### config.mk
export PLATFORM = sky130hd
export DESIGN_NAME = cprd_core
export DESIGN_NICKNAME = d
export VERILOG_FILES = /design/src/rtl/cprd_pkg.sv /design/src/rtl/cprd_strap_sync.sv /design/src/rtl/cprd_core.sv
export VERILOG_INCLUDE_DIRS = /design/src /design/src/rtl
export SDC_FILE = /design/constraint.sdc
export NUM_CORES = 1
export LEC_CHECK = 0
export BUFFER_PORTS_ARGS = -buffer_cell sky130_fd_sc_hd__buf_2
export CORE_ASPECT_RATIO = 1.75
export CORE_MARGIN = 4
export CORE_UTILIZATION = 54
export DETAILED_ROUTE_END_ITERATION = 8
export PLACE_DENSITY = 0.84
export SLEW_MARGIN = 10
export SYNTH_ARGS = -nofsm -noshare
export SYNTH_HDL_FRONTEND = slang
export SYNTH_SLANG_ARGS = --single-unit
### constraint.sdc
create_clock -name clk_sys -period 5.05 [get_ports clk_sys]
set_clock_uncertainty 0.15 [all_clocks]
set_input_delay 1.01 -clock clk_sys [delete_from_list [all_inputs] [get_ports clk_sys]]
set_output_delay 1.01 -clock clk_sys [all_outputs]
set_load 0.01 [all_outputs]
### src/rtl/cprd_cfg.svh
/*
 * Constants for the core clock ratio strap decoder: strap codes, multiplier
 * encodings, Avalon register offsets and field positions.
 * Assumes inclusion by bare name from the rtl/ folder.
 */
`ifndef CPRD_CFG_SVH
`define CPRD_CFG_SVH

// Strap codes, bits [5:0], bit 5 the leftmost strap digit
`define CPRD_CODE_2X      6'h10
`define CPRD_CODE_3X      6'h20
`define CPRD_CODE_4X      6'h28
`define CPRD_CODE_5X      6'h2C
`define CPRD_CODE_5X5     6'h24
`define CPRD_CODE_6X      6'h34
`define CPRD_CODE_6X5     6'h14
`define CPRD_CODE_7X      6'h08
`define CPRD_CODE_7X5     6'h04
`define CPRD_CODE_8X      6'h30
`define CPRD_CODE_8X5     6'h18
`define CPRD_CODE_9X      6'h1E
`define CPRD_CODE_9X5     6'h1C
`define CPRD_CODE_10X     6'h2A
`define CPRD_CODE_10X5    6'h22
`define CPRD_CODE_11X     6'h26
`define CPRD_CODE_11X5    6'h00
`define CPRD_CODE_12X     6'h2E
`define CPRD_CODE_12X5    6'h3E
`define CPRD_CODE_13X     6'h16
`define CPRD_CODE_13X5    6'h38
`define CPRD_CODE_14X     6'h32
`define CPRD_CODE_15X     6'h06
`define CPRD_CODE_16X     6'h36
`define CPRD_CODE_17X     6'h02
`define CPRD_CODE_18X     6'h0A
`define CPRD_CODE_20X     6'h0E
`define CPRD_CODE_21X     6'h12
`define CPRD_CODE_24X     6'h1A
`define CPRD_CODE_28X     6'h3A
`define CPRD_CODE_BYPASS  6'h0C
`define CPRD_CODE_OFF     6'h3C

// Multiplier held in half steps (value = 2 * ratio)
`define CPRD_HALF_W       7
`define CPRD_VCO_MULT     4'h1
`define CPRD_LOW_RATIO    7'h0A

// Avalon word offsets (byte address = 4 * index)
`define CPRD_REG_STATUS   2'h0
`define CPRD_REG_CTRL     2'h1
`define CPRD_REG_RATIO    2'h2

// Status fields
`define CPRD_ST_CODE_LSB  0
`define CPRD_ST_MODE_LSB  8
`define CPRD_ST_RSVD_BIT  10
`define CPRD_ST_T5_BIT    11
`define CPRD_ST_LOW_BIT   12
`define CPRD_ST_CHG_BIT   13

// Control fields
`define CPRD_CT_DFS_LSB   0
`define CPRD_CT_CHG_BIT   4

// Ratio register fields
`define CPRD_RT_STRAP_LSB 0
`define CPRD_RT_EFF_LSB   8
`define CPRD_RT_QUAL_BIT  16
`define CPRD_RT_BUSD_BIT  17

`endif

### src/rtl/cprd_pkg.sv
/*
 * Types for the core clock ratio strap decoder.
 * Assumes cprd_cfg.svh is compiled alongside.
 */
package cprd_pkg;

    typedef enum logic [1:0]
    {
        CPRD_MODE_PLL    = 2'b00,
        CPRD_MODE_BYPASS = 2'b01,
        CPRD_MODE_OFF    = 2'b10,
        CPRD_MODE_RSVD   = 2'b11
    } cprd_mode_t;

    typedef enum logic [1:0]
    {
        CPRD_DFS_NONE    = 2'b00,
        CPRD_DFS_HALF    = 2'b01,
        CPRD_DFS_QUARTER = 2'b10,
        CPRD_DFS_RSVD    = 2'b11
    } cprd_dfs_t;

endpackage

### src/rtl/cprd_strap_sync.sv
/*
 * Three-stage synchroniser for the six strap pins; a change is taken once
 * the second and third stages agree.
 * Assumes strap pins are asynchronous to clk_sys.
 */
`timescale 1ns/100ps
`default_nettype none

module cprd_strap_sync
    import cprd_pkg::*;
(
    input  wire logic       clk_sys,
    input  wire logic       rstn,
    input  wire logic [5:0] strap_pin,
    output var  logic [5:0] strap_stable
);

    logic [5:0] stage1;
    logic [5:0] stage2;
    logic [5:0] stage3;

    always_ff @(posedge clk_sys or negedge rstn)
    begin
        if (!rstn)
        begin
            stage1 <= 6'h00;
            stage2 <= 6'h00;
            stage3 <= 6'h00;
        end
        else
        begin
            stage1 <= strap_pin;
            stage2 <= stage1;
            stage3 <= stage2;
        end
    end

    // Bits whose two late stages disagree keep the old value
    always_ff @(posedge clk_sys or negedge rstn)
    begin
        if (!rstn)
            strap_stable <= 6'h00;
        else
            strap_stable <= (stage2 & stage3) | (strap_stable & (stage2 ^ stage3));
    end

endmodule

`default_nettype wire

### src/rtl/cprd_core.sv
/*
 * Core clock ratio strap decoder: decodes the six strap pins into the
 * bus-to-core multiplier, PLL bypass and PLL off modes, applies dynamic
 * frequency switching and flags low ratios; Avalon-MM slave for status.
 * Assumes straps are static pins, one clock clk_sys at 20 MHz.
 */
`timescale 1ns/100ps
`default_nettype none
`include "cprd_cfg.svh"

module cprd_core
    import cprd_pkg::*;
(
    input  wire logic        clk_sys,
    input  wire logic        rstn,
    input  wire logic [5:0]  strap_pin,
    input  wire logic        bypass_bus_qualifier,
    input  wire logic [3:0]  avs_address,
    input  wire logic        avs_read,
    input  wire logic        avs_write,
    input  wire logic [31:0] avs_writedata,
    output logic      [31:0] avs_readdata,
    output logic      [1:0]  avs_response,
    output logic             avs_waitrequest,
    output logic             pll_enable,
    output logic             core_clock_gate,
    output logic             core_from_reference,
    output logic      [6:0]  core_mult_half,
    output logic      [1:0]  dfs_shift,
    output logic             bus_half_rate_en,
    output logic             address_acknowledge_delay
);

    logic [5:0]  strap;
    logic [5:0]  strap_q;
    logic [6:0]  strap_half;
    cprd_mode_t  mode;
    cprd_dfs_t   dynamic_freq_switching;
    logic        strap_changed;
    logic        qual_q;
    logic        busy;
    logic        was_access;

    cprd_strap_sync u_sync
    (
        .clk_sys      (clk_sys),
        .rstn         (rstn),
        .strap_pin    (strap_pin),
        .strap_stable (strap)
    );

    // Twice the ratio, so half steps stay integers; zero means not a ratio
    function automatic logic [6:0] ratio_half(input logic [5:0] code);
        case (code)
            `CPRD_CODE_2X:   ratio_half = 7'h04;
            `CPRD_CODE_3X:   ratio_half = 7'h06;
            `CPRD_CODE_4X:   ratio_half = 7'h08;
            `CPRD_CODE_5X:   ratio_half = 7'h0A;
            `CPRD_CODE_5X5:  ratio_half = 7'h0B;
            `CPRD_CODE_6X:   ratio_half = 7'h0C;
            `CPRD_CODE_6X5:  ratio_half = 7'h0D;
            `CPRD_CODE_7X:   ratio_half = 7'h0E;
            `CPRD_CODE_7X5:  ratio_half = 7'h0F;
            `CPRD_CODE_8X:   ratio_half = 7'h10;
            `CPRD_CODE_8X5:  ratio_half = 7'h11;
            `CPRD_CODE_9X:   ratio_half = 7'h12;
            `CPRD_CODE_9X5:  ratio_half = 7'h13;
            `CPRD_CODE_10X:  ratio_half = 7'h14;
            `CPRD_CODE_10X5: ratio_half = 7'h15;
            `CPRD_CODE_11X:  ratio_half = 7'h16;
            `CPRD_CODE_11X5: ratio_half = 7'h17;
            `CPRD_CODE_12X:  ratio_half = 7'h18;
            `CPRD_CODE_12X5: ratio_half = 7'h19;
            `CPRD_CODE_13X:  ratio_half = 7'h1A;
            `CPRD_CODE_13X5: ratio_half = 7'h1B;
            `CPRD_CODE_14X:  ratio_half = 7'h1C;
            `CPRD_CODE_15X:  ratio_half = 7'h1E;
            `CPRD_CODE_16X:  ratio_half = 7'h20;
            `CPRD_CODE_17X:  ratio_half = 7'h22;
            `CPRD_CODE_18X:  ratio_half = 7'h24;
            `CPRD_CODE_20X:  ratio_half = 7'h28;
            `CPRD_CODE_21X:  ratio_half = 7'h2A;
            `CPRD_CODE_24X:  ratio_half = 7'h30;
            `CPRD_CODE_28X:  ratio_half = 7'h38;
            default:         ratio_half = 7'h00;
        endcase
    endfunction

    assign strap_half = ratio_half(strap);

    // Decoded state registered once; outputs follow from these
    always_ff @(posedge clk_sys or negedge rstn)
    begin
        if (!rstn)
            mode <= CPRD_MODE_OFF;
        else if (strap == `CPRD_CODE_BYPASS)
            mode <= CPRD_MODE_BYPASS;
        else if (strap == `CPRD_CODE_OFF)
            mode <= CPRD_MODE_OFF;
        else if (strap_half != 7'h00)
            mode <= CPRD_MODE_PLL;
        else
            mode <= CPRD_MODE_RSVD;
    end

    // Reserved codes stop the core, as PLL off does
    always_ff @(posedge clk_sys or negedge rstn)
    begin
        if (!rstn)
        begin
            pll_enable          <= 1'b0;
            core_clock_gate     <= 1'b0;
            core_from_reference <= 1'b0;
        end
        else
        begin
            case (mode)
                CPRD_MODE_PLL:
                begin
                    pll_enable          <= 1'b1;
                    core_clock_gate     <= 1'b1;
                    core_from_reference <= 1'b0;
                end
                CPRD_MODE_BYPASS:
                begin
                    pll_enable          <= 1'b0;
                    core_clock_gate     <= 1'b1;
                    core_from_reference <= 1'b1;
                end
                default:
                begin
                    pll_enable          <= 1'b0;
                    core_clock_gate     <= 1'b0;
                    core_from_reference <= 1'b0;
                end
            endcase
        end
    end

    // Multiplier: strap ratio unshifted; switching mode goes out as dfs_shift
    always_ff @(posedge clk_sys or negedge rstn)
    begin
        if (!rstn)
        begin
            core_mult_half <= 7'h00;
            dfs_shift      <= 2'h0;
        end
        else if (mode != CPRD_MODE_PLL)
        begin
            core_mult_half <= 7'h00;
            dfs_shift      <= 2'h0;
        end
        else
        begin
            case (dynamic_freq_switching)
                CPRD_DFS_HALF:    dfs_shift <= 2'h1;
                CPRD_DFS_QUARTER: dfs_shift <= 2'h2;
                default:          dfs_shift <= 2'h0;
            endcase
            core_mult_half <= strap_half;
        end
    end

    // Low-ratio hint for the bus controller's acknowledge timing
    always_ff @(posedge clk_sys or negedge rstn)
    begin
        if (!rstn)
            address_acknowledge_delay <= 1'b0;
        else
            address_acknowledge_delay <= (mode == CPRD_MODE_PLL)
                && (strap_half < `CPRD_LOW_RATIO);
    end

    // Board times the qualifier to the reference edge, so one capture flop
    always_ff @(posedge clk_sys or negedge rstn)
    begin
        if (!rstn)
            qual_q <= 1'b0;
        else
            qual_q <= bypass_bus_qualifier;
    end

    // Bus half rate in bypass, qualified by the external signal
    always_ff @(posedge clk_sys or negedge rstn)
    begin
        if (!rstn)
            bus_half_rate_en <= 1'b0;
        else
            bus_half_rate_en <= (mode == CPRD_MODE_BYPASS) && qual_q;
    end

    // Sticky strap-change flag; a new change wins over a clear
    always_ff @(posedge clk_sys or negedge rstn)
    begin
        if (!rstn)
            strap_q <= 6'h00;
        else
            strap_q <= strap;
    end

    always_ff @(posedge clk_sys or negedge rstn)
    begin
        if (!rstn)
            strap_changed <= 1'b0;
        else if (strap != strap_q)
            strap_changed <= 1'b1;
        else if (avs_write && !avs_waitrequest && avs_address == `CPRD_REG_CTRL
                 && avs_writedata[`CPRD_CT_CHG_BIT])
            strap_changed <= 1'b0;
    end

    // Avalon slave: one wait state, then a one-cycle answer
    assign busy = (avs_read || avs_write) && !was_access;

    always_ff @(posedge clk_sys or negedge rstn)
    begin
        if (!rstn)
        begin
            was_access      <= 1'b0;
            avs_waitrequest <= 1'b1;
        end
        else
        begin
            was_access      <= busy;
            avs_waitrequest <= !busy;
        end
    end

    always_ff @(posedge clk_sys or negedge rstn)
    begin
        if (!rstn)
            dynamic_freq_switching <= CPRD_DFS_NONE;
        else if (avs_write && !avs_waitrequest && avs_address == `CPRD_REG_CTRL)
            dynamic_freq_switching <= cprd_dfs_t'(avs_writedata[1:0]);
    end

    always_ff @(posedge clk_sys or negedge rstn)
    begin
        if (!rstn)
        begin
            avs_readdata <= 32'h0000_0000;
            avs_response <= 2'h0;
        end
        else if (busy && avs_read)
        begin
            avs_response <= 2'h0;
            case (avs_address)
                `CPRD_REG_STATUS:
                    avs_readdata <= {18'h0, strap_changed,
                        address_acknowledge_delay, strap[5], mode == CPRD_MODE_RSVD,
                        mode, 2'h0, strap};
                `CPRD_REG_CTRL:
                    avs_readdata <= {30'h0, dynamic_freq_switching};
                `CPRD_REG_RATIO:
                    avs_readdata <= {14'h0, bus_half_rate_en, qual_q, 1'b0,
                        core_mult_half >> dfs_shift, 1'b0, strap_half};
                default:
                begin
                    avs_readdata <= 32'h0000_0000;
                    avs_response <= 2'h2;
                end
            endcase
        end
        else if (busy)
        begin
            avs_readdata <= 32'h0000_0000;
            avs_response <= (avs_address > `CPRD_REG_RATIO) ? 2'h2 : 2'h0;
        end
    end

    AST_OFF_NO_CLOCK: assert property (@(posedge clk_sys) disable iff (!rstn)
        mode == CPRD_MODE_OFF |=> !core_clock_gate && !pll_enable)
        else $error("core clocked in PLL off mode");
    AST_BYPASS_REF: assert property (@(posedge clk_sys) disable iff (!rstn)
        mode == CPRD_MODE_BYPASS |=> core_from_reference && !pll_enable)
        else $error("bypass does not select reference clock");
    AST_PLL_ON: assert property (@(posedge clk_sys) disable iff (!rstn)
        mode == CPRD_MODE_PLL |=> pll_enable && core_clock_gate)
        else $error("PLL not enabled for ratio code");
    AST_RATIO_28: assert property (@(posedge clk_sys) disable iff (!rstn)
        strap == `CPRD_CODE_28X [*2] |=> core_mult_half == 7'h38)
        else $error("28x code wrong multiplier");
    AST_RATIO_11X5: assert property (@(posedge clk_sys) disable iff (!rstn)
        strap == `CPRD_CODE_11X5 [*2] |=> core_mult_half == 7'h17)
        else $error("11.5x code wrong multiplier");
    AST_RATIO_2: assert property (@(posedge clk_sys) disable iff (!rstn)
        strap == `CPRD_CODE_2X [*2] |=> core_mult_half == 7'h04)
        else $error("2x code wrong multiplier");
    AST_DFS_NONE: assert property (@(posedge clk_sys) disable iff (!rstn)
        dynamic_freq_switching == CPRD_DFS_NONE [*2] |=> dfs_shift == 2'h0)
        else $error("shift applied with switching off");
    AST_DFS_QTR: assert property (@(posedge clk_sys) disable iff (!rstn)
        mode == CPRD_MODE_PLL && dynamic_freq_switching == CPRD_DFS_QUARTER
        |=> dfs_shift == 2'h2)
        else $error("quarter mode not applied");
    AST_LOW_ACK: assert property (@(posedge clk_sys) disable iff (!rstn)
        strap == `CPRD_CODE_4X [*2] |=> address_acknowledge_delay)
        else $error("low ratio not flagged");
    AST_BUS_HALF: assert property (@(posedge clk_sys) disable iff (!rstn)
        bus_half_rate_en |-> $past(mode) == CPRD_MODE_BYPASS)
        else $error("half rate bus outside bypass");

    COV_BYPASS: cover property (@(posedge clk_sys) mode == CPRD_MODE_BYPASS);
    COV_OFF: cover property (@(posedge clk_sys) mode == CPRD_MODE_OFF ##1 core_clock_gate == 1'b0);
    COV_HALF: cover property (@(posedge clk_sys) dfs_shift == 2'h1);
    COV_READ: cover property (@(posedge clk_sys) avs_read && !avs_waitrequest);

endmodule

`default_nettype wire

## Word-level counts from Yosys, hierarchy flattened

Memory sizes are Yosys's and may differ from the RTL's.
Cells that the tools add are included.
W data, S select, Z words.

- Bits of input ports: 47
- Memories kept: 1
- Logic and storage cells: 74
- ROM bits: 384
- Register bits: 86
- RAM bits: 0
- Bits in latches: 0

- $lt $le $gt $ge: 2
- $add $sub $neg: 0
- Multipliers: 0
- Shift operators: 1
- Reduce and logical (&&, ||, !) cells: 19
- Bitwise operators: 4
- Divide/modulo/power cells: 0
- Muxes and demuxes: 18
- Equal/unequal tests: 9

Memories:

| memory | words | bits a word | read ports | clocked after Yosys merged registers in | wr ports | line | RTL |
|---|---|---|---|---|---|---|---|
| (name not given) | 64 | 6 | 1 | 0 | 0 | cprd_core.sv:54 | `case (code)` |

Operators by type and width:

| kind | count |
|---|---|
| $mux W32 | 2 |
| $pmux W18 S3 | 1 |
| $mux W2 | 8 |
| $and A6 B6 Y6 | 2 |
| $logic_and A1 B1 Y1 | 7 |
| $lt A7 B4 Y1 const B | 1 |
| $mux W7 | 1 |
| $reduce_bool A7 Y1 | 1 |
| $shr A7 B2 Y7 | 1 |
| $eq A6 B4 Y1 const B | 1 |
| $eq A6 B6 Y1 const B | 1 |
| $ne A6 B6 Y1 | 1 |
| $or A6 B6 Y6 | 1 |
| $reduce_bool A2 Y1 | 3 |
| $xor A6 B6 Y6 | 1 |
| $mux W1 | 5 |
| $eq A2 B1 Y1 const B | 2 |
| $eq A2 B2 Y1 const B | 2 |
| $eq A4 B1 Y1 const B | 1 |
| $eq A4 B2 Y1 const B | 1 |
| $gt A4 B2 Y1 const B | 1 |
| $logic_not A4 Y1 | 1 |
| $pmux W2 S2 | 1 |
| $logic_not A1 Y1 | 3 |
| 4 further kinds | 4 |

## Depth between registers and ports, before layout

Gate-level depths: netlist of run 1.

- Word-level depth: 6
- Mapped depth: 7
- Gate-level depth less buffers: 5

## Cells and area by module

From an unflattened synthesis of run 1, not the netlist that was laid out.

- Cells, all modules: 260
- Area total of the unflattened synthesis: 2966.6 µm²

Modules (own cells, without submodules):

| module | area an instance (µm²) | seq. area each (µm²) | instances | cells each |
|---|---|---|---|---|
| cprd_core | 2245.9 | 1053.5 | 1 | 224 |
| cprd_strap_sync | 720.7 | 600.6 | 1 | 36 |

## Worst setup path after synthesis of run 1

No wires, ideal clock.

- Path type: input port to flip-flop
- From: input avs_address[1]
- To: register avs_readdata[13]
- Path buffers: 1
- Data required time: 4779 ps
- Stages: 6
- Slack: 2833 ps
- Data arrival time: 1946 ps
- Library setup time: 121 ps
- Cell sequence: buf_2 nor2b_2 nand2_1 nor2_1 a32o_1 a22o_1

- Longest elaborated chain between the ends: 3
- Elaborated cells on any way between the ends: 5

RTL lines:

| what | line | RTL |
|---|---|---|
| from (decl) | cprd_core.sv:18 | `input wire logic [3:0] avs_address,` |
| $eq A4 B2 Y1, or another cell as far along | cprd_core.sv:247 | `case (avs_address)` |
| $pmux W18 S3 * | cprd_core.sv:247 |  |
| $mux W32 * | cprd_core.sv:244 | `else if (busy && avs_read)` |
| to (signal assigned) | cprd_core.sv:249 | `avs_readdata <= {18'h0, strap_changed,` |
| to (signal assigned) | cprd_core.sv:253 | `avs_readdata <= {30'h0, dynamic_freq_switching};` |
| to (signal assigned) | cprd_core.sv:255 | `avs_readdata <= {14'h0, bus_half_rate_en, qual_q, 1'b0,` |
| to (decl) | cprd_core.sv:22 | `output logic [31:0] avs_readdata,` |

Every way passes the cells marked *; elsewhere a longest branch is shown, timed or not.
A chain may end at the register's enable or synchronous reset.

## Worst setup path in the final report of run 1

- From: register dfs_shift[1]
- To: output dfs_shift[1]

RTL lines:

| what | line | RTL |
|---|---|---|
| from (decl) | cprd_core.sv:29 | `output logic [1:0] dfs_shift,` |
| from (signal assigned) | cprd_core.sv:146 | `dfs_shift <= 2'h0;` |
| from (signal assigned) | cprd_core.sv:151 | `dfs_shift <= 2'h0;` |
| from (signal assigned) | cprd_core.sv:156 | `CPRD_DFS_HALF: dfs_shift <= 2'h1;` |

No word-level cell between the ends.

==> results summary, run 1 <==
The flow ran to the end, and the final reports show no timing, DRC or antenna violations. Fill cells in the final layout number 445. The depth of the worst hold-timing path came out at 0. The ratio of final minimum period to clock period is 0.4378. The type of origin of the critical path is a flip-flop.

Data on the critical path is required at its endpoint by 3.89 ns. Summing all multi-input logic gate instances after layout gives 0.001132 mm². Setup repair after global routing left no endpoint under its margin.

The cell family contributing the most delay on the critical path is flip-flops. The antenna diode count came out at 0. The total power draw is 0.001262 W. The cell leakage power came out at 1.638 nW. In this run the worst setup path terminates at dfs_shift[1]. The count of nets left with antenna violations after detail routing is 0. The endpoint of the worst register-to-register path is address_acknowledge_delay$_DFF_PN0_. In this run, synthesis inferred 0 flip-flops with an integrated enable. The worst setup path is captured at an output port. The count of routing violations after the opening detailed-route iteration is 123. The number of buffers created by CTS came out at 9. The total placed cells including tap cells came out at 365. Across all register-to-register paths, the minimum setup slack is 2.94 ns.

The minimum clock period after layout is 2.211 ns. The maximum number of pins on one net before global-route repair came out at 67. The post-CTS setup buffer count is 0. The worst max-slew margin expressed relative to the limit came out at 0.4664. The highest attainable clock frequency is 452.4 MHz. The post-synthesis cell count came out at 262. Clock tree synthesis selected as its root buffer the cell clkbuf_8. The count of distinct cell types in the synthesized netlist came out at 56.

The floorplan step set the die height to 106.7 µm. The initial standard-cell utilization of the core is 0.5625. The total overflow left after global routing is 0.

The placeable core region is 0.005343 mm². The longest clock path from root to sink contains 2 buffers. The path class of the tightest hold or removal check is reg -> reg.

The final count of pins violating max slew came out at 0. The area of the mapped netlist is 0.003005 mm². The fraction of the core area covered by cells at the end of the flow came out at 0.6283.

The iteration count of the initial detailed-routing pass came out at 5. The source-to-sink clock delay at the later pin of the worst-skew pair came out at 0.34 ns. Setup violations remaining at the end of the flow were counted as 0.

Of all cell types, the one taking the most synthesized area is dfrtp_1. The start point of the worst hold path is u_sync.stage1[5]$_DFF_PN0_. At the pin with the least slew margin, the transition time is 0.8004 ns. By count the netlist is led by dfrtp_1, buf_4, nor2_1.

The maximum single-stage delay on the critical path came out at 0.52 ns. In the final timing run, aggregate negative setup slack is 0 ns. The total routing resource utilization after global routing came out at 0.1788. The total power divided by cell area came out at 376.0 mW/mm². The largest driver fanout on the critical path came out at 7. In this run the number of H-tree levels came out at 3. Detailed placement finished with a half-perimeter wire length of 3.978 mm. During I/O placement, the number of pins put on the boundary was 96. The critical path goes through buf_2. Registers take 0.001654 mm².

The most used flip-flop cell after synthesis is dfrtp_1. The floorplan row count came out at 35. Each instance of the synthesized netlist takes up on average 11.47 µm². The critical path in this run is classified as reg -> out. The portion of synthesized cell area occupied by the leading cell type is 0.5329. The routed design has 5.579 mm of wire. Measured along the x axis, the die boundary spans 64.40 µm. The count of port buffers added during placement is 46. The first-pass GRT wire length came out at 9.501 mm. The highest-delay cell along the critical path is dfrtp_1. The tool flagged a number of max-cap violations equal to 0.

The path length in cells of the critical path came out at 1. The initial antenna violation count is 0. From synthesis to final layout, the design area changed by 11.70%.

The die covers 0.006870 mm². The number of buffers inserted for hold repair after clock tree synthesis is 0. The share of flip-flops with an asynchronous set or reset is 1.000. The clock net in this run drives a total of 66 sinks. The start of the worst register-to-register path is u_sync.strap_stable[4]$_DFF_PN0_. The via count of the first global-routing pass came out at 2116. The clock-pin slew on the worst setup and hold paths came out at 0.06 ns.

By instance count, the leading cell after synthesis is dfrtp_1. The total number of nets in the final design is 355. The critical path starts at dfs_shift[1]$_DFF_PN0_. The average wire length per cell after detail routing came out at 14.64 µm. The number of failing hold endpoints at the final stage is 0.

The maximum vdd ir drop came out at 0.2220 mV. In the final layout, the share of cells above drive strength 1 is 0.2769. Yosys printed 0 warnings.

Data on the critical path arrives at its endpoint at 1.05 ns. The number of gates resized after cts came out at 0. Dividing the detail-routed via count by the number of cells gives 5.352.

The number of cells on the worst reg-to-reg path is 5. Of the synthesized area, sequential elements account for 0.5504. After synthesis, the cell types taking the most area are dfrtp_1, buf_4, ha_1. The count of buffering cells on the critical path with inverters included came out at 1.

Hold is met by 0.1985 ns. Across all layers, the routed design uses 2039 vias. TritonCTS built the clock tree. For this run, design rule violations remaining after detail routing come to 0. The congestion estimate from routability-driven global placement came to 0.8234. The flip-flop and latch count after synthesis is 66. The final non-filler cell total came out at 381.
logic make-up after synthesis:
group,count (synthesis),share of synthesized area
fa+ha+maj,6,0.02498
compound gates,60,0.1407
buf+inv,45,0.09658
xor+xnor,8,0.02331
simple gates,67,0.1307
flops,66,0.5504
mux,9,0.03206
other cells,1,0.001248
state kept, by name, indices dropped and copies added, names as in the netlist, 2 cells and up:
name                    cells
u_sync.stage1               6
dynamic_freq_switching      2
avs_readdata               14
u_sync.stage2               6
u_sync.stage3               6
mode                        2
strap_q                     6
u_sync.strap_stable         6
core_mult_half              6
dfs_shift                   2
cell usage in the layout (no fill, tap or decap), types with 5 or more instances in the layout:
cell | netlist | routed
xor2_1 | 5 | 5
nor2_1 | 16 | 16
conb_1 | 1 | 20
o21ai_0 | 12 | 12
nand4_1 | 5 | 5
buf_2 | 7 | 46
ha_1 | 6 | 6
nor2b_1 | 6 | 6
a21o_1 | 6 | 6
nor3_1 | 5 | 5
dfrtp_1 | 64 | 64
a21oi_1 | 6 | 6
nand2_1 | 11 | 11
inv_1 | 6 | 6
a22o_1 | 8 | 8
mux2_2 | 5 | 5
clkbuf_8 | 0 | 9
a22oi_1 | 5 | 5
how the worst min path moves through the flow:
stage / to / slack [ns]
floorplan: u_sync.stage2[0]$_DFF_PN0_ / 0.18
global placement: u_sync.stage2[3]$_DFF_PN0_ / 0.18
detailed placement: u_sync.stage2[5]$_DFF_PN0_ / 0.19
CTS: u_sync.stage2[5]$_DFF_PN0_ / 0.20
global route: u_sync.stage2[2]$_DFF_PN0_ / 0.22
finish: u_sync.stage2[5]$_DFF_PN0_ / 0.20
per-layer routing:
layer / global-route usage / up-vias / wire length (µm)
met4: 0.1286 / 0 / 216
met2: 0.3084 / 89 / 2985
met3: 0.04088 / 18 / 372
met5: 0 / - / 0
met1: 0.1866 / 973 / 2004
li1: - / 959 / -
per-stage QoR:
| stage | area [µm²] | worst slack [ns] |
|---|---|---|
| finish | 3357 | 2.839 |
| global route | 3357 | 2.796 |
| CTS | 3357 | 2.825 |
| detailed placement | 3147 | 2.671 |
| global placement | 3147 | 2.706 |
| floorplan | 3077 | 2.833 |
power by group:
group          switching (W)  total (W)  internal (W)
Sequential         0.0000543   0.000625      0.000571
Combinational      0.0000968   0.000172     0.0000753
Clock               0.000188   0.000465      0.000277
Total               0.000339    0.00126      0.000923
layout make-up:
type / instances / share of cell area
Clock buffer: 11 / 0.03914
Sequential cell: 66 / 0.4927
Multi-Input combinational cell: 170 / 0.3373
Clock inverter: 5 / 0.02348
Tap cell: 74 / 0.02758
Inverter: 8 / 0.008945
Timing Repair Buffer: 47 / 0.07082
(Power assumes the default switching activity.)
==> run 2: changes to the inputs <==
--- a/config.mk
+++ b/config.mk
@@ -9,9 +9,9 @@
 export BUFFER_PORTS_ARGS = -buffer_cell sky130_fd_sc_hd__buf_2
 export CORE_ASPECT_RATIO = 1.75
 export CORE_MARGIN = 4
-export CORE_UTILIZATION = 54
+export CORE_UTILIZATION = 51
 export DETAILED_ROUTE_END_ITERATION = 8
-export PLACE_DENSITY = 0.84
+export PLACE_DENSITY = 0.8
 export SLEW_MARGIN = 10
 export SYNTH_ARGS = -nofsm -noshare
 export SYNTH_HDL_FRONTEND = slang
==> constraint.sdc (replaced) <==
create_clock -name clk_sys -period 2.3 [get_ports clk_sys]
set_clock_uncertainty 0.15 [all_clocks]
set_input_delay 0.46 -clock clk_sys [delete_from_list [all_inputs] [get_ports clk_sys]]
set_output_delay 0.46 -clock clk_sys [all_outputs]
set_load 0.01 [all_outputs]
==> run 2 against run 1 <==
  * Critical path depth rose by 4
  * Flip-flop and latch count did not move
  * Total power rose by 130%
  * Wire length rose by 7.9%
  * Core utilization fell by 1.8 points
  * Sequential power rose by 120%
  * Count of clock-buffer cells in the layout rose by 1
==> results summary, run 2 (synthesis gave the netlist of run 1 again) <==
The run finished with clean final reports. The antenna diode count was 0 (unchanged). The detailed-route vias per instance came to 5.458 (+2.0%). The estimated wirelength of the detail-placed design came out at 4.309 mm (+8.3%).

The endpoint of the worst register-to-register path is address_acknowledge_delay$_DFF_PN0_. The iteration count of the initial detailed-routing pass came out at 6 (+1). The via count of the first global-routing pass came out at 2060 (-2.6%). The average wire length per cell after detail routing came out at 15.47 µm (+5.7%). The signed area change from the synthesized netlist to the final layout is 14.40%. The total number of nets in the final design is 361 (+1.7%). The die boundary width came out at 66.03 µm (+2.5%). The maximum number of pins on one net before global-route repair is 44 (-34%). The startpoint identified for the worst register-to-register timing path is u_sync.strap_stable[4]$_DFF_PN0_. The part of the total power dissipated in the clock network was 0.381 (+0.012).

The type of origin of the critical path is a flip-flop. The number of remaining DRC errors is 0 (unchanged). Tracing the worst setup path back leads to its startpoint at u_sync.strap_stable[4]$_DFF_PN0_.

The number of clock sinks seen by CTS is 66 (unchanged). The weighted congestion reported at the end of routability-driven placement came to 0.8204 (-0.36%). Setup repair after global routing left no endpoint under its margin.

The total power divided by cell area is 833.4 mW/mm² (+120%). The worst path arrival time is 2.02 ns (+0.97 ns). The worst max-slew margin expressed relative to the limit is 0.5516 (+0.08521). TritonCTS built the clock tree. The count of routing violations after the opening detailed-route iteration came to 171 (+39%). The placeable core region is 0.005630 mm² (+5.4%).

The initial antenna violation count came to 0 (unchanged). The post-CTS setup buffer count is 0 (unchanged). The number of cells on the worst reg-to-reg path is 5 (unchanged). The count of port buffers added during placement is 46 (unchanged). The final count of pins violating max slew is 0 (unchanged). The register with the most flip-flops in the final layout is avs_readdata. The top-level port count came to 96 (unchanged).

The highest attainable clock frequency came out at 524.8 MHz. The switching part of the total came out at 0.2662 (-0.002360). The maximum vdd ir drop came out at 0.6074 mV (+170%). The maximum root-to-sink buffer count is 2 (unchanged). In this run the worst setup path terminates at address_acknowledge_delay$_DFF_PN0_.

The required time of the worst setup path came to 2.42 ns (-1.47 ns). The path class of the tightest hold or removal check is in -> reg. The internal power summed over all cells came to 0.002103 W (+130%). The transition time at the pin with the least slew margin is 0.6726 ns (-0.1278 ns). The top cell types in the final layout, fill and taps aside, are dfrtp_1, buf_2, conb_1. The total via count in the routed design came out at 2123 (+4.1%).

The most frequent standard cell in the layout excluding fill and tap cells is dfrtp_1. The die outline height came out at 109.6 µm (+2.7%). The flip-flop count of the largest register after layout is 14 (unchanged). The clock-pin slew on the worst setup and hold paths came out at 0.07 ns (about the same). The minimum clock period after layout is 1.905 ns.

The placement-stage cell area is 0.003199 mm² (+1.7%). The overall routed net length is 6.018 mm (+7.9%). The switching power is 0.0007628 W (+120%). The overflow left after global routing was 0 (unchanged). The sequential cell fraction of total power is 0.474 (-0.021). The count of nets left with antenna violations after detail routing is 0 (unchanged). The final setup TNS came out at 0 ns (unchanged). The cell leakage power was 1.680 nW (+2.6%).

The post-route standard cell area excluding fillers was 0.003438 mm² (+2.4%). The largest driver fanout on the critical path came to 14 (+7). Clock tree synthesis selected as its root buffer the cell clkbuf_8.

The first-pass GRT wire length came out at 9.577 mm (+0.80%). The count of max-cap constraint violations is 0 (unchanged). STA classifies the critical path endpoint as a flip-flop. The floorplan row count is 36 (+2.9%). The source-to-sink clock delay at the later pin of the worst-skew pair came to 0.34 ns (about the same).

The total routing resource utilization after global routing came out at 0.1788 (about the same). The initial standard-cell utilization of the core was 0.5338 (-0.02875). The area enclosed by the die boundary came to 0.007234 mm² (+5.3%). The worst-case hold slack came to 0.07371 ns (-0.1248 ns). The share of power burned in combinational logic came to 0.145 (+0.009). The share of cells above drive strength 1 is 0.2907 (+0.01386). The worst setup path is of the reg -> reg kind. The flop-to-flop setup slack is 0.39 ns (-2.55 ns). The ratio of final minimum period to clock period is 0.8284. The H-tree depth is 3 (unchanged). The number of buffers created by CTS is 9 (unchanged). The fill cell instance count of the final layout is 464 (+4.3%).

The number of setup violations in the final report came out at 0 (unchanged). The number of failing hold endpoints at the final stage is 0 (unchanged).
run 2: what timing repair did:
| action | in CTS | in global routing |
|---|---|---|
| endpoints found under the setup margin | 0 | 0 |
| hold buffers | 1 | 0 |
| gates resized for setup | 0 | 0 |
| hold endpoints to repair | 5 | 0 |
run 2: cell type report:
cell class                 count  area, µm²  area share
clock inverter                 4      73.82     0.02147
timing repair buffer          53      297.8     0.08661
multi-input combinational    170       1132      0.3293
tap                           76      95.09     0.02766
inverter                       8      30.03    0.008734
clock buffer                  12      155.1     0.04512
sequential                    66       1654      0.4811
run 2: power by group through the flow:
stage          clock network (W)  logic, W  registers (W)
2_1_floorplan                  0  0.000342        0.00134
3_3_place_gp                   0  0.000401        0.00137
3_5_place_dp                   0  0.000412        0.00138
4_1_cts                  0.00112  0.000419        0.00136
5_1_grt                  0.00117  0.000459        0.00137
6_report                 0.00109  0.000416        0.00136
run 2: worst max-delay path, cell delays in order (launching register included):
cell     delay, ns
dfrtp_1       0.60
and2b_1       0.28
o311a_1       0.34
o21ai_2       0.26
a21oi_2       0.06
nor3b_2       0.15
run 2: worst min path at each step:
stage	startpoint	to	slack, ns	cells past startpoint
3_3_place_gp	rstn	core_mult_half[5]$_DFF_PN0_	0.17	1
4_1_cts	strap_pin[1]	u_sync.stage1[1]$_DFF_PN0_	0.05	1
6_report	strap_pin[1]	u_sync.stage1[1]$_DFF_PN0_	0.07	1
3_5_place_dp	rstn	core_mult_half[5]$_DFF_PN0_	0.17	1
2_1_floorplan	rstn	address_acknowledge_delay$_DFF_PN0_	0.01	0
5_1_grt	strap_pin[0]	u_sync.stage1[0]$_DFF_PN0_	0.06	1
run 2: layer usage:
layer / wire length (µm) / up-vias / global-route usage
met3: 368 / 28 / 0.04601
met4: 200 / 0 / 0.09884
li1: - / 973 / -
met1: 2068 / 1023 / 0.1754
met2: 3381 / 99 / 0.3317
met5: 0 / - / 0
run 2: stage by stage:
step	utilization	power, W	setup WS, ns	std cells
6_report	0.6107	0.002865	0.3946	389
2_1_floorplan	-	0.001679	0.6332	281
3_5_place_dp	0.5682	0.001789	0.3976	372
5_1_grt	0.6107	0.002995	0.2292	389
3_3_place_gp	0.5682	0.001773	0.4396	372
4_1_cts	0.6107	0.002895	0.3890	389
==> run 3: changes to the inputs <==
--- a/config.mk
+++ b/config.mk
@@ -6,12 +6,13 @@
 export SDC_FILE = /design/constraint.sdc
 export NUM_CORES = 1
 export LEC_CHECK = 0
+export ABC_AREA = 1
 export BUFFER_PORTS_ARGS = -buffer_cell sky130_fd_sc_hd__buf_2
 export CORE_ASPECT_RATIO = 1.75
 export CORE_MARGIN = 4
-export CORE_UTILIZATION = 51
+export CORE_UTILIZATION = 46
 export DETAILED_ROUTE_END_ITERATION = 8
-export PLACE_DENSITY = 0.8
+export PLACE_DENSITY = 0.76
 export SLEW_MARGIN = 10
 export SYNTH_ARGS = -nofsm -noshare
 export SYNTH_HDL_FRONTEND = slang
==> constraint.sdc (replaced) <==
create_clock -name clk_sys -period 1.7 [get_ports clk_sys]
set_clock_uncertainty 0.15 [all_clocks]
set_input_delay 0.34 -clock clk_sys [delete_from_list [all_inputs] [get_ports clk_sys]]
set_output_delay 0.34 -clock clk_sys [all_outputs]
set_load 0.01 [all_outputs]
==> run 3 against run 2 <==
  * Critical path depth grew 5
  * The run now ends with setup timing left
  * Non-clock buffer count grew 50
  * Area after synthesis grew 1.6%
  * Flip-flop and latch count is the same
  * Largest cell class unchanged
  * Clock power grew 61%
  * Sequential power grew 40%
  * Die area grew 11%
  * Final cell count grew 34%
==> results summary, run 3 <==
In the layout the commonest cells are nand2_1, dfrtp_1, buf_2. The portion of synthesized cell area occupied by the leading cell type came out at 0.5244 (-0.008514). The iteration count of the initial detailed-routing pass was 4 (-2). The number of remaining DRC errors is 0 (unchanged). The post-synthesis cell count is 328 (+25%). The weighted congestion reported at the end of routability-driven placement was 0.9886 (+21%).

The cell taking the most area after synthesis is dfrtp_1. The path category of the worst min-delay check is in -> reg. The fraction of the yosys area taken by sequential cells came out at 0.5416 (-0.008793). The ratio of final minimum period to clock period came out at 1.012 (+0.1836). The detailed-route vias per instance was 5.000 (-8.4%). The count of nets left with antenna violations after detail routing was 0 (unchanged). The number of buffers created by CTS is 9 (unchanged). The total placed cells including tap cells came out at 488 (+31%). By area the synthesized netlist is led by dfrtp_1, nand2_1, buf_4.

The count of buffering cells on the critical path with inverters included came out at 1 (+1). The cell leakage power came out at 2.151 nW (+28%). The count of distinct cell types in the synthesized netlist is 39 (-30%). The fraction of the core area covered by cells at the end of the flow is 0.6297 (+0.01898).

The flip-flop count of the largest register after layout is 14 (unchanged). TritonCTS built the clock tree. The synthesized area per cell came out at 9.312 µm² (-19%).

The area enclosed by the die boundary is 0.008058 mm² (+11%). The checks that failed: setup timing. The final non-filler cell total came out at 520 (+34%). Traced cell by cell, the critical path runs through buf_6 > nor2_2 > nand2_4 > nand2_2 > nand3_1 > nand3_1 > nand2_2 > o21ai_1 > nand2_1 > nand2_1. The antenna diode count came out at 0 (unchanged).

Setup repair after global routing could not meet its margin everywhere. The number of failing hold endpoints at the final stage is 0 (unchanged). The post-route standard cell area excluding fillers was 0.004086 mm² (+19%). The most frequent standard cell in the layout excluding fill and tap cells is nand2_1. The least setup slack across all paths after layout is -0.02045 ns (-0.4150 ns). The cell sitting at the root of the clock tree is a clkbuf_16.

Ranked by instance count, the synthesized netlist is headed by nand2_1, dfrtp_1, nor2_1. The kind of end point of the critical path is a flip-flop. The count of port buffers added during placement is 46 (unchanged). The H-tree depth was 3 (unchanged).

The clock-pin slew on the worst setup and hold paths came to 0.05 ns (-0.02 ns). The total number of nets in the final design is 486 (+35%). The highest attainable clock frequency came to 581.2 MHz (+11%). The total via count in the routed design was 2600 (+22%).

The transition time at the pin with the least slew margin is 0.5433 ns (-0.1293 ns). The worst-case hold slack came out at 0.1061 ns (+0.03243 ns). The initial standard-cell utilization of the core is 0.4706 (-0.06318). The via count of the first global-routing pass is 2624 (+27%). The minimum clock period after layout is 1.720 ns (-0.1850 ns). The count of max-cap constraint violations is 0 (unchanged).

The overall routed net length is 7.595 mm (+26%). The initial antenna violation count is 0 (unchanged). The number of enable-type register cells in the synthesized netlist is 0 (unchanged).

The share of flip-flops with an asynchronous set or reset came out at 1.000 (unchanged). The signed area change from the synthesized netlist to the final layout is 33.80%. The number of setup violations in the final report was 3 (+3). The count of routing violations after the opening detailed-route iteration was 187 (+9.4%). The yosys synthesis warning count came out at 0 (unchanged).

The top-level port count came out at 96 (unchanged). Among all flip-flop cells after synthesis, the most frequent one is dfrtp_1. The share of cells above drive strength 1 is 0.3447 (+0.05401). The placement-stage cell area is 0.003566 mm² (+11%). The worst setup path is launched from a flip-flop.

The total power divided by cell area is 1168 mW/mm² (+40%). The flip-flop and latch count after synthesis came to 66 (unchanged). The source-to-sink clock delay at the later pin of the worst-skew pair was 0.33 ns (about the same). The final count of pins violating max slew is 0 (unchanged). The first-pass GRT wire length is 12.16 mm (+27%). The estimated wirelength of the detail-placed design is 5.551 mm (+29%). The die boundary width is 69.60 µm (+5.4%).

The worst setup path category is reg -> reg. The maximum vdd ir drop came to 0.6761 mV (+11%). The maximum root-to-sink buffer count was 2 (unchanged). The maximum number of pins on one net before global-route repair is 67 (+52%). The flow ran to the end, but the final reports show violations. The maximum single-stage delay on the critical path was 0.40 ns (-0.20 ns). The cell family contributing the most delay on the critical path is simple AND/OR/NAND/NOR gates.

Among all cell types in the netlist, the one instantiated most often is nand2_1. The area of the mapped netlist came to 0.003054 mm² (+1.6%). The total routing resource utilization after global routing is 0.1976 (+0.01880).

The overflow left after global routing is 0 (unchanged). The worst max-slew margin expressed relative to the limit came to 0.6374 (+0.08579). The required time of the worst setup path came out at 1.82 ns (-0.60 ns). The largest individual stage delay along the critical path comes from the cell dfrtp_1. The number of clock sinks seen by CTS came out at 66 (unchanged). The average wire length per cell after detail routing came out at 14.61 µm (-5.6%). The floorplan row count came out at 39 (+8.3%). The placeable core region is 0.006490 mm² (+15%). The worst path arrival time was 1.84 ns (-0.18 ns). Ranked by flip-flop count, first place goes to avs_readdata. The die outline height was 115.8 µm (+5.7%). The largest driver fanout on the critical path came out at 6 (-8).
-- run 3: final cells by class --
cell class | instances | area (µm²)
fill | 534 | 2404
sequential | 66 | 1662
multi-input combinational | 228 | 1232
timing repair buffer | 103 | 705.7
clock buffer | 13 | 240.2
inverter | 25 | 103.9
tap | 82 | 102.6
clock inverter | 3 | 40.04
-- run 3: power by group --
group / switching, W / total [W] / internal [W] / leakage, nW
clock network: 0.000616 / 0.00175 / 0.00113 / 0.138
logic: 0.000650 / 0.00113 / 0.000482 / 1.21
registers: 0.000137 / 0.00190 / 0.00176 / 0.804
total: 0.00140 / 0.00477 / 0.00337 / 2.15
-- run 3: metrics by stage --
stage	setup WS (ns)	TNS, ns	total power (W)
finish	-0.02045	-0.04441	0.004775
global route	-0.09532	-0.4669	0.005036
CTS	0.001272	0	0.004729
detailed placement	-0.3404	-1.271	0.002922
global placement	-0.2588	-1.018	0.002888
floorplan	0.2244	0	0.002505
-- run 3: path summary, 6_finish.rpt --
path | start | endpoint | slack, ns | cells past startpoint
worst max-delay path | u_sync.strap_stable[0]$_DFF_PN0_ | avs_readdata[2]$_DFFE_PN0P_ | -0.02 | 10
worst min-delay path | avs_writedata[1] | dynamic_freq_switching[1]$_DFFE_PN0P_ | 0.11 | 3
worst max register to register | u_sync.strap_stable[0]$_DFF_PN0_ | avs_readdata[2]$_DFFE_PN0P_ | -0.02 | 10
worst min register to register | u_sync.stage1[3]$_DFF_PN0_ | u_sync.stage2[3]$_DFF_PN0_ | 0.20 | 0
max in group asynchronous | rstn | mode[1]$_DFF_PN1_ | 0.65 | 3
min in group asynchronous | rstn | was_access$_DFF_PN0_ | 0.43 | 3
-- run 3: routing by layer --
layer	vias up	track usage	wire length, µm
li1	1243	-	-
met1	1241	0.1815	2585
met2	92	0.3769	4259
met3	24	0.05469	436
met4	0	0.1252	314
met5	-	0	0
-- run 3: timing repair --
| action | CTS | global route |
|---|---|---|
| setup endpoints to repair | 11 | 13 |
| cloned | 0 | 0 |
| hold buffers | 8 | 0 |
| setup buffers | 3 | 5 |
| endpoints found under the hold margin | 71 | 0 |
| resized for setup | 10 | 27 |
| pin swaps | 2 | 10 |
-- run 3: tightest hold or removal path: stages --
cell	delay [ns]
buf_2	0.07
nor2_1	0.03
a21oi_1	0.09
-- run 3: cells by family (layout without fill, tap and decap cells) --
| kind of cell | after synthesis | in the layout | share of synthesized area |
|---|---|---|---|
| simple gates | 151 | 151 | 0.2208 |
| flops | 66 | 66 | 0.5416 |
| xor+xnor | 6 | 6 | 0.01721 |
| fa+ha+maj | 6 | 6 | 0.02458 |
| compound gates | 45 | 45 | 0.09341 |
| buf+inv | 53 | 144 | 0.1012 |
| other cells | 1 | 20 | 0.001228 |
